==> src/tsr_tag_cmd.sv <==
// Constants and command interpreter of the contactless tag, with its answer buffer.
`timescale 1ns/1ps
`default_nettype none

package tsr_pkg;
	localparam logic [3:0]  SLOT_CODE      = 4'h6;
	localparam logic [3:0]  SLOT_NONE      = 4'h0;
	localparam logic [7:0]  OP_INV         = 8'h06;
	localparam logic [7:0]  SUB_OPEN       = 8'h00;
	localparam logic [7:0]  SUB_POLL       = 8'h04;
	localparam logic [7:0]  OP_SELECT      = 8'h0E;
	localparam logic [7:0]  OP_FINISH      = 8'h0F;
	localparam logic [7:0]  OP_BACK        = 8'h0C;
	localparam logic [7:0]  OP_FETCH       = 8'h08;
	localparam logic [7:0]  LAST_DATA_ADDR = 8'h0F;
	localparam logic [7:0]  SYS_ADDR       = 8'hFF;
	localparam logic [4:0]  SYS_INDEX      = 5'h10;
	localparam logic [2:0]  LAST_IDX_SHORT = 3'h2;
	localparam logic [2:0]  LAST_IDX_LONG  = 3'h3;
	localparam logic [2:0]  CNT_MAX        = 3'h7;
	localparam logic [1:0]  LEN_LABEL      = 2'h0;
	localparam logic [1:0]  LEN_BLOCK      = 2'h3;
	localparam logic [15:0] CRC_INIT       = 16'hFFFF;
	localparam logic [15:0] CRC_POLY       = 16'h8408;
	localparam logic [7:0]  RAND_SEED      = 8'hA5;
	localparam logic [7:0]  RAND_TAPS      = 8'h1D;
	localparam int          TURN_GAP_CYC   = 8;

	typedef enum logic [2:0] {
		TAG_READY       = 3'b000,
		TAG_INVENTORY   = 3'b001,
		TAG_SELECTED    = 3'b010,
		TAG_DESELECTED  = 3'b011,
		TAG_DEACTIVATED = 3'b100
	} tsr_tag_e;

	typedef enum logic [2:0] {
		TX_IDLE   = 3'b000,
		TX_GAP    = 3'b001,
		TX_DATA   = 3'b010,
		TX_CHK_LO = 3'b011,
		TX_CHK_HI = 3'b100
	} tsr_tx_e;

	typedef struct packed {
		logic [7:0] data;
		logic       last;
	} tsr_req_s;

	typedef struct packed {
		logic [7:0] data;
		logic       first;
		logic       last;
	} tsr_ans_s;

	// Reflected CRC, each byte taken least significant bit first.
	function automatic logic [15:0] tsr_crc_step(input logic [15:0] crc, input logic [7:0] d);
		logic [15:0] c;
		c = crc;
		for (int i = 0; i < 8; i++) begin
			if (c[0] ^ d[i]) begin
				c = (c >> 1) ^ CRC_POLY;
			end else begin
				c = c >> 1;
			end
		end
		return c;
	endfunction
endpackage

module tsr_tag_cmd #(
	parameter int GAP_CYC = tsr_pkg::TURN_GAP_CYC
) (
	input  wire logic             clock_in,
	input  wire logic             arst_n_in,
	input  wire logic             req_valid_in,
	input  wire tsr_pkg::tsr_req_s req_in,
	input  wire logic             load_en_in,
	input  wire logic [4:0]       load_addr_in,
	input  wire logic [31:0]      load_data_in,
	input  wire logic             ans_ready_in,
	output logic                  ans_valid_out,
	output tsr_pkg::tsr_ans_s     ans_out,
	output tsr_pkg::tsr_tag_e     tag_state_out
);

	tsr_pkg::tsr_tag_e state_q;
	tsr_pkg::tsr_tag_e state_d;
	tsr_pkg::tsr_tx_e  tx_q;
	logic [2:0]        cnt_q;
	logic [7:0]        op_q;
	logic [7:0]        arg_q;
	logic [7:0]        d1_q;
	logic [7:0]        d2_q;
	logic [15:0]       rx_crc_q;
	logic [7:0]        rand_q;
	logic [7:0]        label_q;
	logic [7:0]        label_d;
	logic [31:0]       pay_q;
	logic [1:0]        plen_q;
	logic [1:0]        bidx_q;
	logic              fetch_q;
	logic [15:0]       tx_crc_q;
	logic [7:0]        gap_q;
	logic [31:0]       mem_rdata;
	tsr_pkg::tsr_ans_s e1_q;
	logic              v1_q;

	// Requests that arrive while an answer is under way are dropped: the link is half duplex.
	wire busy       = (tx_q != tsr_pkg::TX_IDLE);
	wire take       = req_valid_in && !busy;
	wire frame_done = take && req_in.last;
	wire [15:0] crc_now = tsr_pkg::tsr_crc_step(rx_crc_q, d2_q);
	wire crc_good = (cnt_q >= tsr_pkg::LAST_IDX_SHORT) && (~crc_now == {req_in.data, d1_q});
	wire is_short = (cnt_q == tsr_pkg::LAST_IDX_SHORT);
	wire is_long  = (cnt_q == tsr_pkg::LAST_IDX_LONG);
	wire is_open  = is_long && op_q == tsr_pkg::OP_INV && arg_q == tsr_pkg::SUB_OPEN;
	wire is_poll  = is_long && op_q == tsr_pkg::OP_INV && arg_q == tsr_pkg::SUB_POLL;
	wire is_slot  = is_short && op_q[3:0] == tsr_pkg::SLOT_CODE && op_q[7:4] != tsr_pkg::SLOT_NONE;
	wire is_sel   = is_long && op_q == tsr_pkg::OP_SELECT;
	wire is_fin   = is_short && op_q == tsr_pkg::OP_FINISH;
	wire is_back  = is_short && op_q == tsr_pkg::OP_BACK;
	wire is_fetch = is_long && op_q == tsr_pkg::OP_FETCH;
	wire addr_ok  = (arg_q <= tsr_pkg::LAST_DATA_ADDR) || (arg_q == tsr_pkg::SYS_ADDR);
	// A deactivated tag decodes nothing until the field drops and resets it.
	wire accepted = frame_done && crc_good && state_q != tsr_pkg::TAG_DEACTIVATED;
	wire in_ready = (state_q == tsr_pkg::TAG_READY);
	wire in_inv   = (state_q == tsr_pkg::TAG_INVENTORY);
	wire in_sel   = (state_q == tsr_pkg::TAG_SELECTED);
	wire in_desel = (state_q == tsr_pkg::TAG_DESELECTED);
	wire lab_match = (arg_q == label_q);
	wire slot_hit  = (op_q[7:4] == label_q[3:0]);
	wire do_open  = accepted && is_open && in_ready;
	wire do_poll  = accepted && is_poll && in_inv;
	wire do_slot  = accepted && is_slot && in_inv;
	wire do_sel   = accepted && is_sel && (in_inv || in_sel || in_desel);
	wire do_fetch = accepted && is_fetch && in_sel && addr_ok;
	wire ans_go   = do_open || (do_poll && rand_q[3:0] == tsr_pkg::SLOT_NONE) || (do_slot && slot_hit)
	                || (do_sel && lab_match) || do_fetch;
	wire [4:0] rd_addr = (arg_q == tsr_pkg::SYS_ADDR) ? tsr_pkg::SYS_INDEX : arg_q[4:0];

	// Next tag state and label.
	always_comb begin
		state_d = state_q;
		label_d = label_q;
		if (do_open) begin
			state_d = tsr_pkg::TAG_INVENTORY;
			label_d = rand_q;
		end else if (do_poll) begin
			label_d = {label_q[7:4], rand_q[3:0]};
		end else if (do_sel && lab_match) begin
			state_d = tsr_pkg::TAG_SELECTED;
		end else if (do_sel && in_sel) begin
			state_d = tsr_pkg::TAG_DESELECTED;
		end else if (accepted && is_fin && in_sel) begin
			state_d = tsr_pkg::TAG_DEACTIVATED;
		end else if (accepted && is_back && in_sel) begin
			state_d = tsr_pkg::TAG_INVENTORY;
		end
	end

	always_ff @(posedge clock_in or negedge arst_n_in) begin
		if (!arst_n_in) begin
			state_q <= tsr_pkg::TAG_READY;
			tag_state_out <= tsr_pkg::TAG_READY;
			label_q <= '0;
			rand_q  <= tsr_pkg::RAND_SEED;
		end else begin
			state_q <= state_d;
			tag_state_out <= state_d;
			label_q <= label_d;
			rand_q  <= {rand_q[6:0], 1'b0} ^ (rand_q[7] ? tsr_pkg::RAND_TAPS : '0);
		end
	end

	// Request capture: the check runs two bytes behind so the trailing check bytes are not folded in.
	always_ff @(posedge clock_in or negedge arst_n_in) begin
		if (!arst_n_in) begin
			cnt_q    <= '0;
			op_q     <= '0;
			arg_q    <= '0;
			d1_q     <= '0;
			d2_q     <= '0;
			rx_crc_q <= tsr_pkg::CRC_INIT;
		end else if (frame_done) begin
			cnt_q    <= '0;
			rx_crc_q <= tsr_pkg::CRC_INIT;
		end else if (take) begin
			cnt_q <= (cnt_q == tsr_pkg::CNT_MAX) ? cnt_q : cnt_q + 3'h1;
			d1_q  <= req_in.data;
			d2_q  <= d1_q;
			op_q     <= (cnt_q == 3'h0) ? req_in.data : op_q;
			arg_q    <= (cnt_q == 3'h1) ? req_in.data : arg_q;
			rx_crc_q <= (cnt_q >= tsr_pkg::LAST_IDX_SHORT) ? crc_now : rx_crc_q;
		end
	end

	tsr_block_mem #(
		.WIDTH (32),
		.DEPTH (17),
		.AW    (5)
	) u_mem (
		.clock_in    (clock_in),
		.arst_n_in   (arst_n_in),
		.wr_en_in    (load_en_in),
		.wr_addr_in  (load_addr_in),
		.wr_data_in  (load_data_in),
		.rd_en_in    (do_fetch),
		.rd_addr_in  (rd_addr),
		.rd_data_out (mem_rdata)
	);

	// Answer producer feeding the two-entry buffer.
	wire buf_ready = !v1_q;
	wire gap_end   = (gap_q == 8'(GAP_CYC - 1));
	wire tx_data   = (tx_q == tsr_pkg::TX_DATA);
	wire push      = buf_ready && (tx_data || tx_q == tsr_pkg::TX_CHK_LO || tx_q == tsr_pkg::TX_CHK_HI);
	wire [7:0] pay_byte = pay_q[{bidx_q, 3'h0} +: 8];
	wire [7:0] push_data = tx_data ? pay_byte
	                     : (tx_q == tsr_pkg::TX_CHK_LO) ? ~tx_crc_q[7:0] : ~tx_crc_q[15:8];
	wire tsr_pkg::tsr_ans_s push_ent = '{data: push_data, first: tx_data && bidx_q == 2'h0,
	                                     last: tx_q == tsr_pkg::TX_CHK_HI};

	always_ff @(posedge clock_in or negedge arst_n_in) begin
		if (!arst_n_in) begin
			tx_q     <= tsr_pkg::TX_IDLE;
			gap_q    <= '0;
			pay_q    <= '0;
			plen_q   <= '0;
			bidx_q   <= '0;
			fetch_q  <= 1'b0;
			tx_crc_q <= tsr_pkg::CRC_INIT;
		end else begin
			case (tx_q)
				tsr_pkg::TX_IDLE: begin
					if (ans_go) begin
						tx_q    <= tsr_pkg::TX_GAP;
						gap_q   <= '0;
						fetch_q <= do_fetch;
						plen_q  <= do_fetch ? tsr_pkg::LEN_BLOCK : tsr_pkg::LEN_LABEL;
						pay_q   <= {24'h0, label_d};
					end
				end
				tsr_pkg::TX_GAP: begin
					gap_q <= gap_q + 8'h1;
					if (gap_end) begin
						tx_q     <= tsr_pkg::TX_DATA;
						bidx_q   <= '0;
						tx_crc_q <= tsr_pkg::CRC_INIT;
						if (fetch_q) begin
							pay_q <= mem_rdata;
						end
					end
				end
				tsr_pkg::TX_DATA: begin
					if (push) begin
						tx_crc_q <= tsr_pkg::tsr_crc_step(tx_crc_q, pay_byte);
						bidx_q   <= bidx_q + 2'h1;
						if (bidx_q == plen_q) begin
							tx_q <= tsr_pkg::TX_CHK_LO;
						end
					end
				end
				tsr_pkg::TX_CHK_LO: begin
					if (push) begin
						tx_q <= tsr_pkg::TX_CHK_HI;
					end
				end
				default: begin
					if (push) begin
						tx_q <= tsr_pkg::TX_IDLE;
					end
				end
			endcase
		end
	end

	// Two-entry buffer: a stall by the receiver backs up into the producer instead of losing bytes.
	wire pop = ans_valid_out && ans_ready_in;
	always_ff @(posedge clock_in or negedge arst_n_in) begin
		if (!arst_n_in) begin
			ans_valid_out <= 1'b0;
			ans_out       <= '0;
			e1_q          <= '0;
			v1_q          <= 1'b0;
		end else if (pop && push) begin
			ans_out <= push_ent;
		end else if (pop) begin
			ans_out       <= e1_q;
			ans_valid_out <= v1_q;
			v1_q          <= 1'b0;
		end else if (push && !ans_valid_out) begin
			ans_out       <= push_ent;
			ans_valid_out <= 1'b1;
		end else if (push) begin
			e1_q <= push_ent;
			v1_q <= 1'b1;
		end
	end

	slot_ignore_a: assert property (@(posedge clock_in) disable iff (!arst_n_in)
		(frame_done && is_slot && !in_inv && !busy) |=> (tx_q == tsr_pkg::TX_IDLE))
		else $error("Slot query answered outside Inventory.");

	slot_answer_a: assert property (@(posedge clock_in) disable iff (!arst_n_in)
		(accepted && is_slot && in_inv && slot_hit) |=> (tx_q == tsr_pkg::TX_GAP && pay_q[7:0] == $past(label_q)))
		else $error("Matching slot query did not start a label answer.");

	select_enter_a: assert property (@(posedge clock_in) disable iff (!arst_n_in)
		(do_sel && lab_match) |=> (state_q == tsr_pkg::TAG_SELECTED && pay_q[7:0] == $past(arg_q)))
		else $error("Matching select did not select or echo the label.");

	select_drop_a: assert property (@(posedge clock_in) disable iff (!arst_n_in)
		(do_sel && in_sel && !lab_match) |=> (state_q == tsr_pkg::TAG_DESELECTED && tx_q == tsr_pkg::TX_IDLE))
		else $error("Mismatching select did not deselect silently.");

	finish_lock_a: assert property (@(posedge clock_in) disable iff (!arst_n_in)
		(state_q == tsr_pkg::TAG_DEACTIVATED) |=> (state_q == tsr_pkg::TAG_DEACTIVATED) [*2])
		else $error("Deactivated tag left its locked state.");

	finish_quiet_a: assert property (@(posedge clock_in) disable iff (!arst_n_in)
		(accepted && is_fin && in_sel) |=> (state_q == tsr_pkg::TAG_DEACTIVATED && tx_q == tsr_pkg::TX_IDLE))
		else $error("Finish did not deactivate silently.");

	back_search_a: assert property (@(posedge clock_in) disable iff (!arst_n_in)
		(accepted && is_back && in_sel) |=> (state_q == tsr_pkg::TAG_INVENTORY && tx_q == tsr_pkg::TX_IDLE))
		else $error("Back-to-search did not return silently to Inventory.");

	fetch_guard_a: assert property (@(posedge clock_in) disable iff (!arst_n_in)
		(frame_done && is_fetch && (!in_sel || !addr_ok) && !busy) |=> (tx_q == tsr_pkg::TX_IDLE))
		else $error("Fetch answered outside Selected or with a bad address.");

	bad_check_a: assert property (@(posedge clock_in) disable iff (!arst_n_in)
		(frame_done && !crc_good) |=> (state_q == $past(state_q) && label_q == $past(label_q) && !busy))
		else $error("Frame with a bad check had an effect.");

	check_tail_a: assert property (@(posedge clock_in) disable iff (!arst_n_in)
		(push && tx_q == tsr_pkg::TX_CHK_LO) |=> (push && push_ent.last && tx_q == tsr_pkg::TX_CHK_HI)
		or (!push && tx_q == tsr_pkg::TX_CHK_HI))
		else $error("Check high byte did not follow check low byte.");

endmodule

`default_nettype wire

==> src/tsr_block_mem.sv <==
// Registered-read block store that holds the tag's data blocks and its system block.
`timescale 1ns/1ps
`default_nettype none

module tsr_block_mem #(
	parameter int WIDTH = 32,
	parameter int DEPTH = 17,
	parameter int AW    = 5
) (
	input  wire logic             clock_in,
	input  wire logic             arst_n_in,
	input  wire logic             wr_en_in,
	input  wire logic [AW-1:0]    wr_addr_in,
	input  wire logic [WIDTH-1:0] wr_data_in,
	input  wire logic             rd_en_in,
	input  wire logic [AW-1:0]    rd_addr_in,
	output logic      [WIDTH-1:0] rd_data_out
);

	// The array itself has no reset, so it maps onto plain storage cells.
	logic [WIDTH-1:0] store_q [DEPTH];

	always_ff @(posedge clock_in) begin
		if (wr_en_in) begin
			store_q[wr_addr_in] <= wr_data_in;
		end
	end

	always_ff @(posedge clock_in or negedge arst_n_in) begin
		if (!arst_n_in) begin
			rd_data_out <= '0;
		end else if (rd_en_in) begin
			rd_data_out <= store_q[rd_addr_in];
		end
	end

endmodule

`default_nettype wire

==> config.mk <==
export PLATFORM = sky130hd
export DESIGN_NAME = tsr_tag_cmd
export DESIGN_NICKNAME = d
export VERILOG_FILES = /design/src/tsr_tag_cmd.sv /design/src/tsr_block_mem.sv
export SDC_FILE = /design/constraint.sdc
export NUM_CORES = 1
export LEC_CHECK = 0
export BUFFER_PORTS_ARGS = -buffer_cell sky130_fd_sc_hd__buf_2
export CORE_MARGIN = 4
export CORE_UTILIZATION = 45
export CTS_CLUSTER_DIAMETER = 120
export CTS_CLUSTER_SIZE = 30
export DETAILED_ROUTE_END_ITERATION = 6
export GPL_ROUTABILITY_DRIVEN = 0
export MAX_ROUTING_LAYER = met4
export PLACE_DENSITY_LB_ADDON = 0.08
export SLEW_MARGIN = 20
export SYNTH_ARGS = -nofsm -noshare
export SYNTH_HDL_FRONTEND = slang
export SYNTH_SLANG_ARGS = --single-unit
==> constraint.sdc <==
create_clock -name clock_in -period 8.45 [get_ports clock_in]
set_input_delay 2.1125 -clock clock_in [delete_from_list [all_inputs] [get_ports clock_in]]
set_output_delay 2.1125 -clock clock_in [all_outputs]
set_load 0.02 [all_outputs]
==> results.ini, run 1 <==
[timing]
drv_slew=0
period_minus_slack_ns=4.37
tns_ns=0
fmax_mhz=229
tightest_slew_ns=1.12
finalHoldViolations=0
fin_crit_sh_pct=51.8
finalWorstSetupSlack_ns=4.08
finalSetupViolCount=0
clock_skew_ns=0.0247
slew_headroom_pct=25.1
rsz0062_at_grt=no

[floorplan]
dieArea_mm2=0.0710
initial_utilization_pct=45.6
die-height_um=267
die_w_um=267
ios=65
core_mm2=0.0660
num_rows=94

[critical_path]
worstRegToRegCells=8
reg2reg_from=arg_q[0]$_DFFE_PN0P_
cpPeakStageDelay_ns=0.80
path_cells=buf_2 > nand3_1 > a2111oi_2 > o2111ai_1 > nor4_1 > mux2_2 > mux2_2 > mux2_4
crit_type=in -> reg
cpLargestDelayFamily=simple AND/OR/NAND/NOR gates
critPathArrivalTime_ns=4.91
crit_top_cell=mux2_2
r2r_end=u_mem.rd_data_out[5]$_DFFE_PN0P_
path_buf_inv=1
cp_slowest_cell=nor4_1
cp_max_fo=7
r2r_slack_ns=4.36
startpoint_type=input port
endpoint_kind=flop
worstPathRequired_ns=8.99

[layout]
drive_above_1_share_pct=18.4
nets=2079
areaGrowthSynthToFinish_pct=7.70
final_cell_mix=edfxtp_1, nand2_1, dfrtp_1
final_common_cell=edfxtp_1

[route]
drt-pass1-iter-count=5
via_per_inst=5.75
vias=16714
routedWlPerCell_um=24.7
ant_nets=0
drt_iter0_markers=1311
route.detailed.drc=0
wirelength_mm=71.9

[synth]
yosysWarnings=0
synth_fp_nets=2060
synth_area_leaders=edfxtp_1, dfrtp_1, mux4_2, dfstp_2, nand2_1
synth-compound-area-share_pct=8.29
synthXorXnorAreaFrac_pct=2.72
yosysSeqAreaShare_pct=69.9
ys_ff_latch=730
synthesis.area_mm2=0.0301
syn_inst=2001
synth_mux_area_share_pct=9.86
yosysTopAreaCell=edfxtp_1
synth_cell_types=65
synth_top_family_by_area=multiplexers
synth_edf_count=544
synth_flop_cell=edfxtp_1
synthAdderAreaFrac_pct=0.333
avgSynthCellArea_um2=15.0
synth_top_area_share_pct=54.3
ys_async_sr_fraction_pct=25.5
synthSimpleGateAreaFrac_pct=6.89

[clock_network]
cts_buffers=28
cts_setup_buffers=0
h-tree-depth=1
clkTransAtPathRegs_ns=0.13
cts_sinks=730
clockRootBuffer=clkbuf_16
cts_resized=0
clock_latency_ns=0.64
cts_tree=yes
postCtsHoldBufs=0
cts_buffer_depth=3

[power]
p_total_w=0.00969
p_switching_w=0.00348
internal_power_w=0.00621
p_per_area_mw_per_mm2=299
switching_share_pct=35.9
power.share.clock_pct=18.0
peakVddDrop_uv=178
p_leak_nw=11.3
combPwrFrac_pct=35.2
sequentialPowerShare_pct=46.8

[global_routing]
grt_overflow=0
antenna_found_initial=3
first_global_vias=16842
grt_usage_pct=20.7
grt_pass1_wl_mm=109
grt_max_degree=86

[placement]
numPortBuffers=64
dp_slack_ns=3.35
hpwl_mm=40.6

[run_status]
status=finished clean

[hold_path]
hold_class=reg -> reg
worstHoldStart=rand_q[4]$_DFF_PN0_
holdPathEnd=rand_q[5]$_DFF_PN1_
min_path_cells=0

[flow_run]
max_cap_violations=0

## logic make-up after synthesis
logic type	after synthesis
compound gates	359
xor+xnor	78
fa+ha+maj	8
buf+inv	153
flops	730
mux	193
simple gates	480
## cell usage after synthesis, types with 5 or more instances
library cell,count
dfrtp_1,150
mux4_2,72
xnor2_2,5
dfstp_2,36
inv_1,36
buf_1,9
nor3_1,9
o21ai_0,30
and3_1,9
nor4_1,5
nor2_1,131
nor2b_1,37
o21a_1,34
mux2i_1,35
a311oi_1,33
clkbuf_1,101
ha_1,8
o311ai_0,32
o22ai_1,51
mux2_4,7
nand4_1,9
xor2_1,27
mux2_2,79
a31oi_1,36
a211oi_1,64
nand2_1,243
xnor2_1,39
a21oi_1,51
nand3_1,12
edfxtp_1,544
buf_2,5
## state kept, by name (all words and copies together), names as in the netlist, 10 cells and up
register	count
rx_crc_q	16
pay_q	32
u_mem.store_q	544
tx_crc_q	16
ans_out	10
u_mem.rd_data_out	32
e1_q	10
## stage by stage
step / cells / instance area [µm²] / hold WS [ns] / util (%)
2_1_floorplan: 2001 / 30100 / 0.349 / -
5_1_grt: 2909 / 32400 / 0.409 / 49.1
3_3_place_gp: 2854 / 31600 / 0.370 / 47.8
3_5_place_dp: 2854 / 31600 / 0.375 / 47.8
4_1_cts: 2906 / 32400 / 0.399 / 49.1
6_report: 2909 / 32400 / 0.398 / 49.1
## worst max-delay path by stage
stage / from / to / slack (ns) / cells past startpoint
2_1_floorplan: req_valid_in / pay_q[4]$_DFFE_PN0P_ / 4.02 / 9
3_3_place_gp: req_valid_in / pay_q[6]$_DFFE_PN0P_ / 3.35 / 8
3_5_place_dp: req_valid_in / pay_q[6]$_DFFE_PN0P_ / 3.35 / 9
4_1_cts: req_valid_in / pay_q[4]$_DFFE_PN0P_ / 4.04 / 9
5_1_grt: req_valid_in / pay_q[1]$_DFFE_PN0P_ / 3.88 / 9
6_report: req_valid_in / pay_q[6]$_DFFE_PN0P_ / 4.08 / 8
## power groups by stage
stage,Sequential (W),Clock [W],Combinational (W)
2_1_floorplan,0.00444,0,0.00256
4_1_cts,0.00453,0.00181,0.00348
3_3_place_gp,0.00460,0,0.00345
3_5_place_dp,0.00461,0,0.00347
5_1_grt,0.00458,0.00193,0.00375
6_report,0.00453,0.00175,0.00341
## routing by layer
layer  up-vias  GRT usage [%]  wire length (µm)
met3        57           1.75              2470
met1      8744           28.9             32800
met5         -              -                 0
met2       276           34.3             35500
li1       7637              -                 -
met4         0           3.44              1130
## layout make-up
type / count / area (µm²)
clock buffers: 51 / 808
well taps: 864 / 1080
fillers: 5607 / 33600
diodes: 3 / 7.51
flip-flops and latches: 730 / 21000
repair buffers: 106 / 644
multi-input cells: 1118 / 8650
inverters: 36 / 135
clock inverters: 1 / 30.0
No activity file was read; power rests on OpenSTA's default activity.
==> run 2: changes to the inputs <==
Clock period 8.45 ns to 3.6 ns, I/O delays scaled along.
==> results.ini, run 2 (synthesized netlist as in run 1, its figures left out) <==
[critical_path]
critPathArrivalTime_ns=3.73  ; was 4.91 ns
crit_top_cell=mux2_2  ; unchanged
path_cells=xnor2_2 > xnor2_1 > mux2i_1 > o211ai_1 > or4_4 > mux2_4 > mux2_2 > mux2_2  ; was buf_2 > nand3_1 > a2111oi_2 > o2111ai_1 > nor4_1 > mux2_2 > mux2_2 > mux2_4
cp_max_fo=4  ; was 7
cpPeakStageDelay_ns=0.57  ; was 0.80 ns
crit_type=reg -> reg  ; was in -> reg
cpLargestDelayFamily=multiplexers  ; was simple AND/OR/NAND/NOR gates
startpoint_type=flop  ; was input port
cp_slowest_cell=dfstp_2  ; was nor4_1
worstPathRequired_ns=4.13  ; was 8.99 ns
endpoint_kind=flop  ; unchanged
path_buf_inv=0  ; was 1

[clock_network]
clkTransAtPathRegs_ns=0.12  ; was 0.13 ns
cts_setup_buffers=0  ; unchanged
cts_buffer_depth=3  ; unchanged
cts_sinks=730  ; unchanged
cts_resized=0  ; unchanged
postCtsHoldBufs=0  ; unchanged
clock_latency_ns=0.63  ; was 0.64 ns
clockRootBuffer=clkbuf_16  ; unchanged
cts_tree=yes  ; unchanged
h-tree-depth=1  ; unchanged
cts_buffers=28  ; unchanged

[hold_path]
hold_class=in -> async  ; was reg -> reg

[global_routing]
grt_usage_pct=20.3  ; was 20.7%
first_global_vias=16816  ; was 16842
antenna_found_initial=3  ; unchanged
grt_pass1_wl_mm=107  ; was 109 mm
grt_max_degree=86  ; unchanged
grt_overflow=0  ; unchanged

[route]
vias=16702  ; was 16714
wirelength_mm=70.2  ; was 71.9 mm
drt-pass1-iter-count=6  ; was 5
drt_iter0_markers=1130  ; was 1311
routedWlPerCell_um=23.9  ; was 24.7 µm
ant_nets=0  ; unchanged
route.detailed.drc=0  ; unchanged
via_per_inst=5.69  ; was 5.75

[timing]
slew_headroom_pct=39.4  ; was 25.1%
finalHoldViolations=0  ; unchanged
finalSetupViolCount=0  ; unchanged
fin_crit_sh_pct=88.7
clock_skew_ns=0.0207  ; was 0.0247 ns
tightest_slew_ns=0.908  ; was 1.12 ns
finalWorstSetupSlack_ns=0.406  ; was 4.08 ns
fmax_mhz=313
drv_slew=0  ; unchanged
tns_ns=0  ; unchanged
period_minus_slack_ns=3.19
rsz0062_at_grt=no  ; unchanged

[layout]
final_common_cell=edfxtp_1  ; unchanged
largest_register_ffs=544  ; unchanged
areaGrowthSynthToFinish_pct=9.01  ; was 7.70%
largestRegisters=u_mem.store_q (544), pay_q (32), u_mem.rd_data_out (32)  ; unchanged
fin_util_pct=49.7  ; was 49.1%
fillers=5575  ; was 5607
regMostFlops=u_mem.store_q  ; unchanged
final_cell_mix=edfxtp_1, nand2_1, dfrtp_1  ; unchanged
nets=2106  ; was 2079
drive_above_1_share_pct=19.5  ; was 18.4%

[power]
sequentialPowerShare_pct=45.6  ; was 46.8%
switching_share_pct=35.4  ; was 35.9%
combPwrFrac_pct=36.5  ; was 35.2%
p_switching_w=0.00811  ; was 0.00348 W
peakVddDrop_uv=674  ; was 178 µV
internal_power_w=0.0148  ; was 0.00621 W
p_leak_nw=11.5  ; was 11.3 nW
p_per_area_mw_per_mm2=699  ; was 299 mW/mm²
power.share.clock_pct=17.9  ; was 18.0%

[floorplan]
core_mm2=0.0660  ; unchanged
initial_utilization_pct=45.6  ; unchanged
die_w_um=267  ; unchanged
die-height_um=267  ; unchanged
num_rows=94  ; unchanged
dieArea_mm2=0.0710  ; unchanged
ios=65  ; unchanged

[placement]
hpwl_mm=42.0  ; was 40.6 mm
dp_slack_ns=0.122  ; was 3.35 ns
numPortBuffers=64  ; unchanged

[run_status]
status=finished clean  ; unchanged

[flow_run]
max_cap_violations=0  ; unchanged

[run 2: changes by cell type in the layout (fill, tap and decap cells not counted), sizes merged]
cell / previous run / this run
diode: 3 / 2
clkinv: 1 / 3
buf: 105 / 132
clkbuf: 52 / 49
bufinv: 0 / 1
[run 2: area by class of cell]
class	count	area (µm²)	area share [%]
flip-flops and latches	730	21000	64.2
multi-input cells	1118	8650	26.4
well taps	864	1080	3.30
repair buffers	133	1030	3.16
clock buffers	48	776	2.37
inverters	36	135	0.412
clock inverters	4	67.6	0.206
diodes	2	5.00	0.0153
[run 2: routing by layer]
layer | up-vias | global-route usage (%) | part of all wire, %
met5 | - | - | 0
met4 | 0 | 3.10 | 1.6
met3 | 66 | 2.12 | 3.7
met2 | 302 | 34.4 | 50
met1 | 8657 | 27.5 | 45
li1 | 7677 | - | -
[run 2: final timing paths]
path	start	end	slack, ns	depth (start not counted)
setup / recovery	rx_crc_q[0]$_DFFE_PN1P_	pay_q[2]$_DFFE_PN0P_	0.41	8
hold / removal	arst_n_in	d2_q[7]$_DFFE_PN0P_	0.31	1
setup reg to reg	rx_crc_q[0]$_DFFE_PN1P_	pay_q[2]$_DFFE_PN0P_	0.41	8
hold reg to reg	rand_q[6]$_DFF_PN0_	rand_q[7]$_DFF_PN1_	0.40	0
max in group asynchronous	arst_n_in	tx_crc_q[9]$_DFFE_PN1P_	2.34	2
min in group clock_in	rand_q[6]$_DFF_PN0_	rand_q[7]$_DFF_PN1_	0.40	0
[run 2: worst reg2reg max path: stages (launching register included)]
cell      delay, ns
dfstp_2        0.57
xnor2_2        0.07
xnor2_1        0.46
mux2i_1        0.39
o211ai_1       0.19
or4_4          0.57
mux2_4         0.34
mux2_2         0.26
mux2_2         0.26
[run 2: power by group through the flow]
stage / Sequential [W] / Clock [W] / Combinational (W)
global placement: 0.0106 / 0 / 0.00837
global route: 0.0106 / 0.00455 / 0.00918
CTS: 0.0105 / 0.00423 / 0.00850
floorplan: 0.0104 / 0 / 0.00601
finish: 0.0104 / 0.00411 / 0.00836
detailed placement: 0.0106 / 0 / 0.00847
[run 2: metrics by stage]
stage | hold WS, ns | power, W | cell area, µm² | std cells
2_1_floorplan | 0.349 | 0.0164 | 30100 | 2001
3_3_place_gp | 0.378 | 0.0190 | 31900 | 2881
3_5_place_dp | 0.364 | 0.0191 | 31900 | 2881
4_1_cts | 0.310 | 0.0232 | 32800 | 2933
5_1_grt | 0.344 | 0.0243 | 32800 | 2935
6_report | 0.309 | 0.0229 | 32800 | 2935
==> run 3: changes to the inputs <==
Settings changed: ABC_AREA set to 1.
==> results.ini, run 3 <==
[layout]
nets=3118  ; was 2106
areaGrowthSynthToFinish_pct=8.16  ; was 9.01%
multi_input_area_mm2=0.00918  ; was 0.00865 mm²
regMostFlops=u_mem.store_q  ; unchanged
instances_no_fill=4013  ; was 2935
final_cell_mix=nand2_1, edfxtp_1, nand3_1  ; was edfxtp_1, nand2_1, dfrtp_1
drive_above_1_share_pct=8.86  ; was 19.5%
fillers=6311  ; was 5575
fin_util_pct=49.3  ; was 49.7%
seq_area_mm2=0.0210  ; about the same
final_common_cell=nand2_1  ; was edfxtp_1
largest_register_ffs=544  ; unchanged
largestRegisters=u_mem.store_q (544), pay_q (32), u_mem.rd_data_out (32)  ; unchanged

[floorplan]
die-height_um=272  ; was 267 µm
dieArea_mm2=0.0742  ; was 0.0710 mm²
initial_utilization_pct=45.6  ; about the same
die_w_um=272  ; was 267 µm
ios=65  ; unchanged
core_mm2=0.0689  ; was 0.0660 mm²
num_rows=96  ; was 94

[global_routing]
grt_max_degree=149  ; was 86
grt_usage_pct=21.9  ; was 20.3%
grt_overflow=0  ; unchanged
first_global_vias=20600  ; was 16816
antenna_found_initial=4  ; was 3
grt_pass1_wl_mm=124  ; was 107 mm

[route]
vias=21351  ; was 16702
ant_nets=0  ; unchanged
drt_iter0_markers=1820  ; was 1130
via_per_inst=5.32  ; was 5.69
wirelength_mm=80.2  ; was 70.2 mm
routedWlPerCell_um=20.0  ; was 23.9 µm
drt-pass1-iter-count=7  ; was 6
route.detailed.drc=0  ; unchanged

[timing]
clock_skew_ns=0.0394  ; was 0.0207 ns
finalWorstSetupSlack_ns=0.539  ; was 0.406 ns
slew_headroom_pct=36.9  ; was 39.4%
rsz0062_at_grt=no  ; unchanged
finalHoldViolations=0  ; unchanged
tns_ns=0  ; unchanged
drv_slew=0  ; unchanged
fin_crit_sh_pct=85.0  ; was 88.7%
tightest_slew_ns=0.947  ; was 0.908 ns
fmax_mhz=327  ; was 313 MHz
finalSetupViolCount=0  ; unchanged
period_minus_slack_ns=3.06  ; was 3.19 ns

[clock_network]
cts_buffer_depth=3  ; unchanged
clkTransAtPathRegs_ns=0.12  ; about the same
cts_sinks=730  ; unchanged
cts_setup_buffers=0  ; unchanged
clock_latency_ns=0.66  ; was 0.63 ns
clockRootBuffer=clkbuf_16  ; unchanged
cts_tree=yes  ; unchanged
cts_buffers=28  ; unchanged
postCtsHoldBufs=0  ; unchanged
cts_resized=0  ; unchanged
h-tree-depth=1  ; unchanged

[synth]
synth_fp_nets=3115  ; was 2060
yosysSeqAreaShare_pct=66.9  ; was 69.9%
synthesis.area_mm2=0.0314  ; was 0.0301 mm²
synth_top_area_share_pct=52.0  ; was 54.3%
avgSynthCellArea_um2=10.3  ; was 15.0 µm²
synth_area_leaders=edfxtp_1, dfrtp_1, nand2_1, nand3_1, nor2_1  ; was edfxtp_1, dfrtp_1, mux4_2, dfstp_2, nand2_1
yosysWarnings=0  ; unchanged
synth_flop_cell=edfxtp_1  ; unchanged
synth_edf_count=544  ; unchanged
ys_async_sr_fraction_pct=25.5  ; unchanged
synth_common_cells=nand2_1, edfxtp_1, nor2_1  ; was edfxtp_1, nand2_1, dfrtp_1
synth_cell_types=44  ; was 65
ys_ff_latch=730  ; unchanged
yosysMostFrequentCell=nand2_1  ; was edfxtp_1
yosysTopAreaCell=edfxtp_1  ; unchanged
syn_inst=3056  ; was 2001

[placement]
dp_slack_ns=0.574  ; was 0.122 ns
numPortBuffers=64  ; unchanged
hpwl_mm=45.6  ; was 42.0 mm
numPlacedInstances=3960  ; was 2881

[flow_run]
max_cap_violations=0  ; unchanged

[hold_path]
hold_class=in -> async  ; unchanged

[critical_path]
worstPathRequired_ns=4.10  ; was 4.13 ns
endpoint_kind=flop  ; unchanged
cp_slowest_cell=buf_4  ; was dfstp_2
crit_type=reg -> reg  ; unchanged
path_cells=inv_2 > buf_4 > nand4_1 > nor4_1 > inv_1 > nor2_1 > o21ai_2 > nand3_2 > nand3_2 > buf_4 > nand2_1 > o21ai_2  ; was xnor2_2 > xnor2_1 > mux2i_1 > o211ai_1 > or4_4 > mux2_4 > mux2_2 > mux2_2
cpPeakStageDelay_ns=0.65  ; was 0.57 ns
cp_max_fo=65  ; was 4
worstRegToRegCells=12  ; was 8
critPathArrivalTime_ns=3.56  ; was 3.73 ns
startpoint_type=flop  ; unchanged

[power]
peakVddDrop_uv=499  ; was 674 µV
p_leak_nw=13.4  ; was 11.5 nW
p_per_area_mw_per_mm2=600  ; was 699 mW/mm²
p_total_w=0.0204  ; was 0.0229 W

[run_status]
status=finished clean  ; unchanged

run 3: changes by cell type after synthesis, moves of 34 or more:
cell / change
nand3_1: +306
mux2_2: -79
nor2_1: +195
o21a_1: -34
inv_1: +155
mux2i_1: -35
mux4_2: -72
a31oi_1: -36
nand2_1: +602
nor2b_1: -37
o21ai_0: +206
o211ai_1: +35
a211oi_1: -64
run 3: through the flow:
step	instance area [µm²]	hold slack [ns]
final	34000	0.290
after global routing	34000	0.319
after CTS	34000	0.306
after detailed placement	33200	0.367
after global placement	33200	0.364
after floorplan	31400	0.355
run 3: critical path: cells and delay by family (launching register included):
family          cells  cell delay [ns]
buf+inv             4             1.14
flops               1             0.42
simple gates        6             1.14
compound gates      2             0.17
run 3: layout make-up:
cell class              instances  share of cell area, %
flip-flops and latches        730                   61.9
multi-input cells            1978                   27.0
well taps                     931                   3.43
repair buffers                117                   2.98
clock buffers                  48                   2.28
inverters                     204                   2.27
clock inverters                 3                  0.162
diodes                          2                 0.0147
run 3: final timing paths:
check                                     start  slack (ns)                 endpoint
min in group clock_in       rand_q[6]$_DFF_PN0_        0.38      rand_q[7]$_DFF_PN1_
max in group asynchronous             arst_n_in        2.45  rx_crc_q[6]$_DFFE_PN1P_
min                                   arst_n_in        0.29      d2_q[0]$_DFFE_PN0P_
max reg2reg                arg_q[4]$_DFFE_PN0P_        0.54    pay_q[22]$_DFFE_PN0P_
max                        arg_q[4]$_DFFE_PN0P_        0.54    pay_q[22]$_DFFE_PN0P_
min reg2reg                 rand_q[6]$_DFF_PN0_        0.38      rand_q[7]$_DFF_PN1_
run 3: routing by layer:
metal	GRT usage (%)	wire length (µm)	vias up
li1	-	-	10315
met1	30.7	36900	10538
met2	35.9	38400	426
met3	2.18	3550	72
met4	3.61	1310	0
met5	-	0	-
run 3: cell families after synthesis:
family | after synthesis | synth area share [%]
flip-flops | 730 | 66.9
adder cells (fa/ha/maj) | 8 | 0.318
AND/OR/NAND/NOR | 1562 | 20.6
XOR/XNOR | 28 | 0.780
AO/OA/AOI/OAI | 380 | 6.95
buffers and inverters | 348 | 4.40
run 3: report_power, final:
part | leakage, nW | internal (W) | switching (W)
clock network | 0.394 | 0.00152 | 0.00257
logic | 5.93 | 0.00200 | 0.00470
registers | 7.04 | 0.00940 | 0.000213
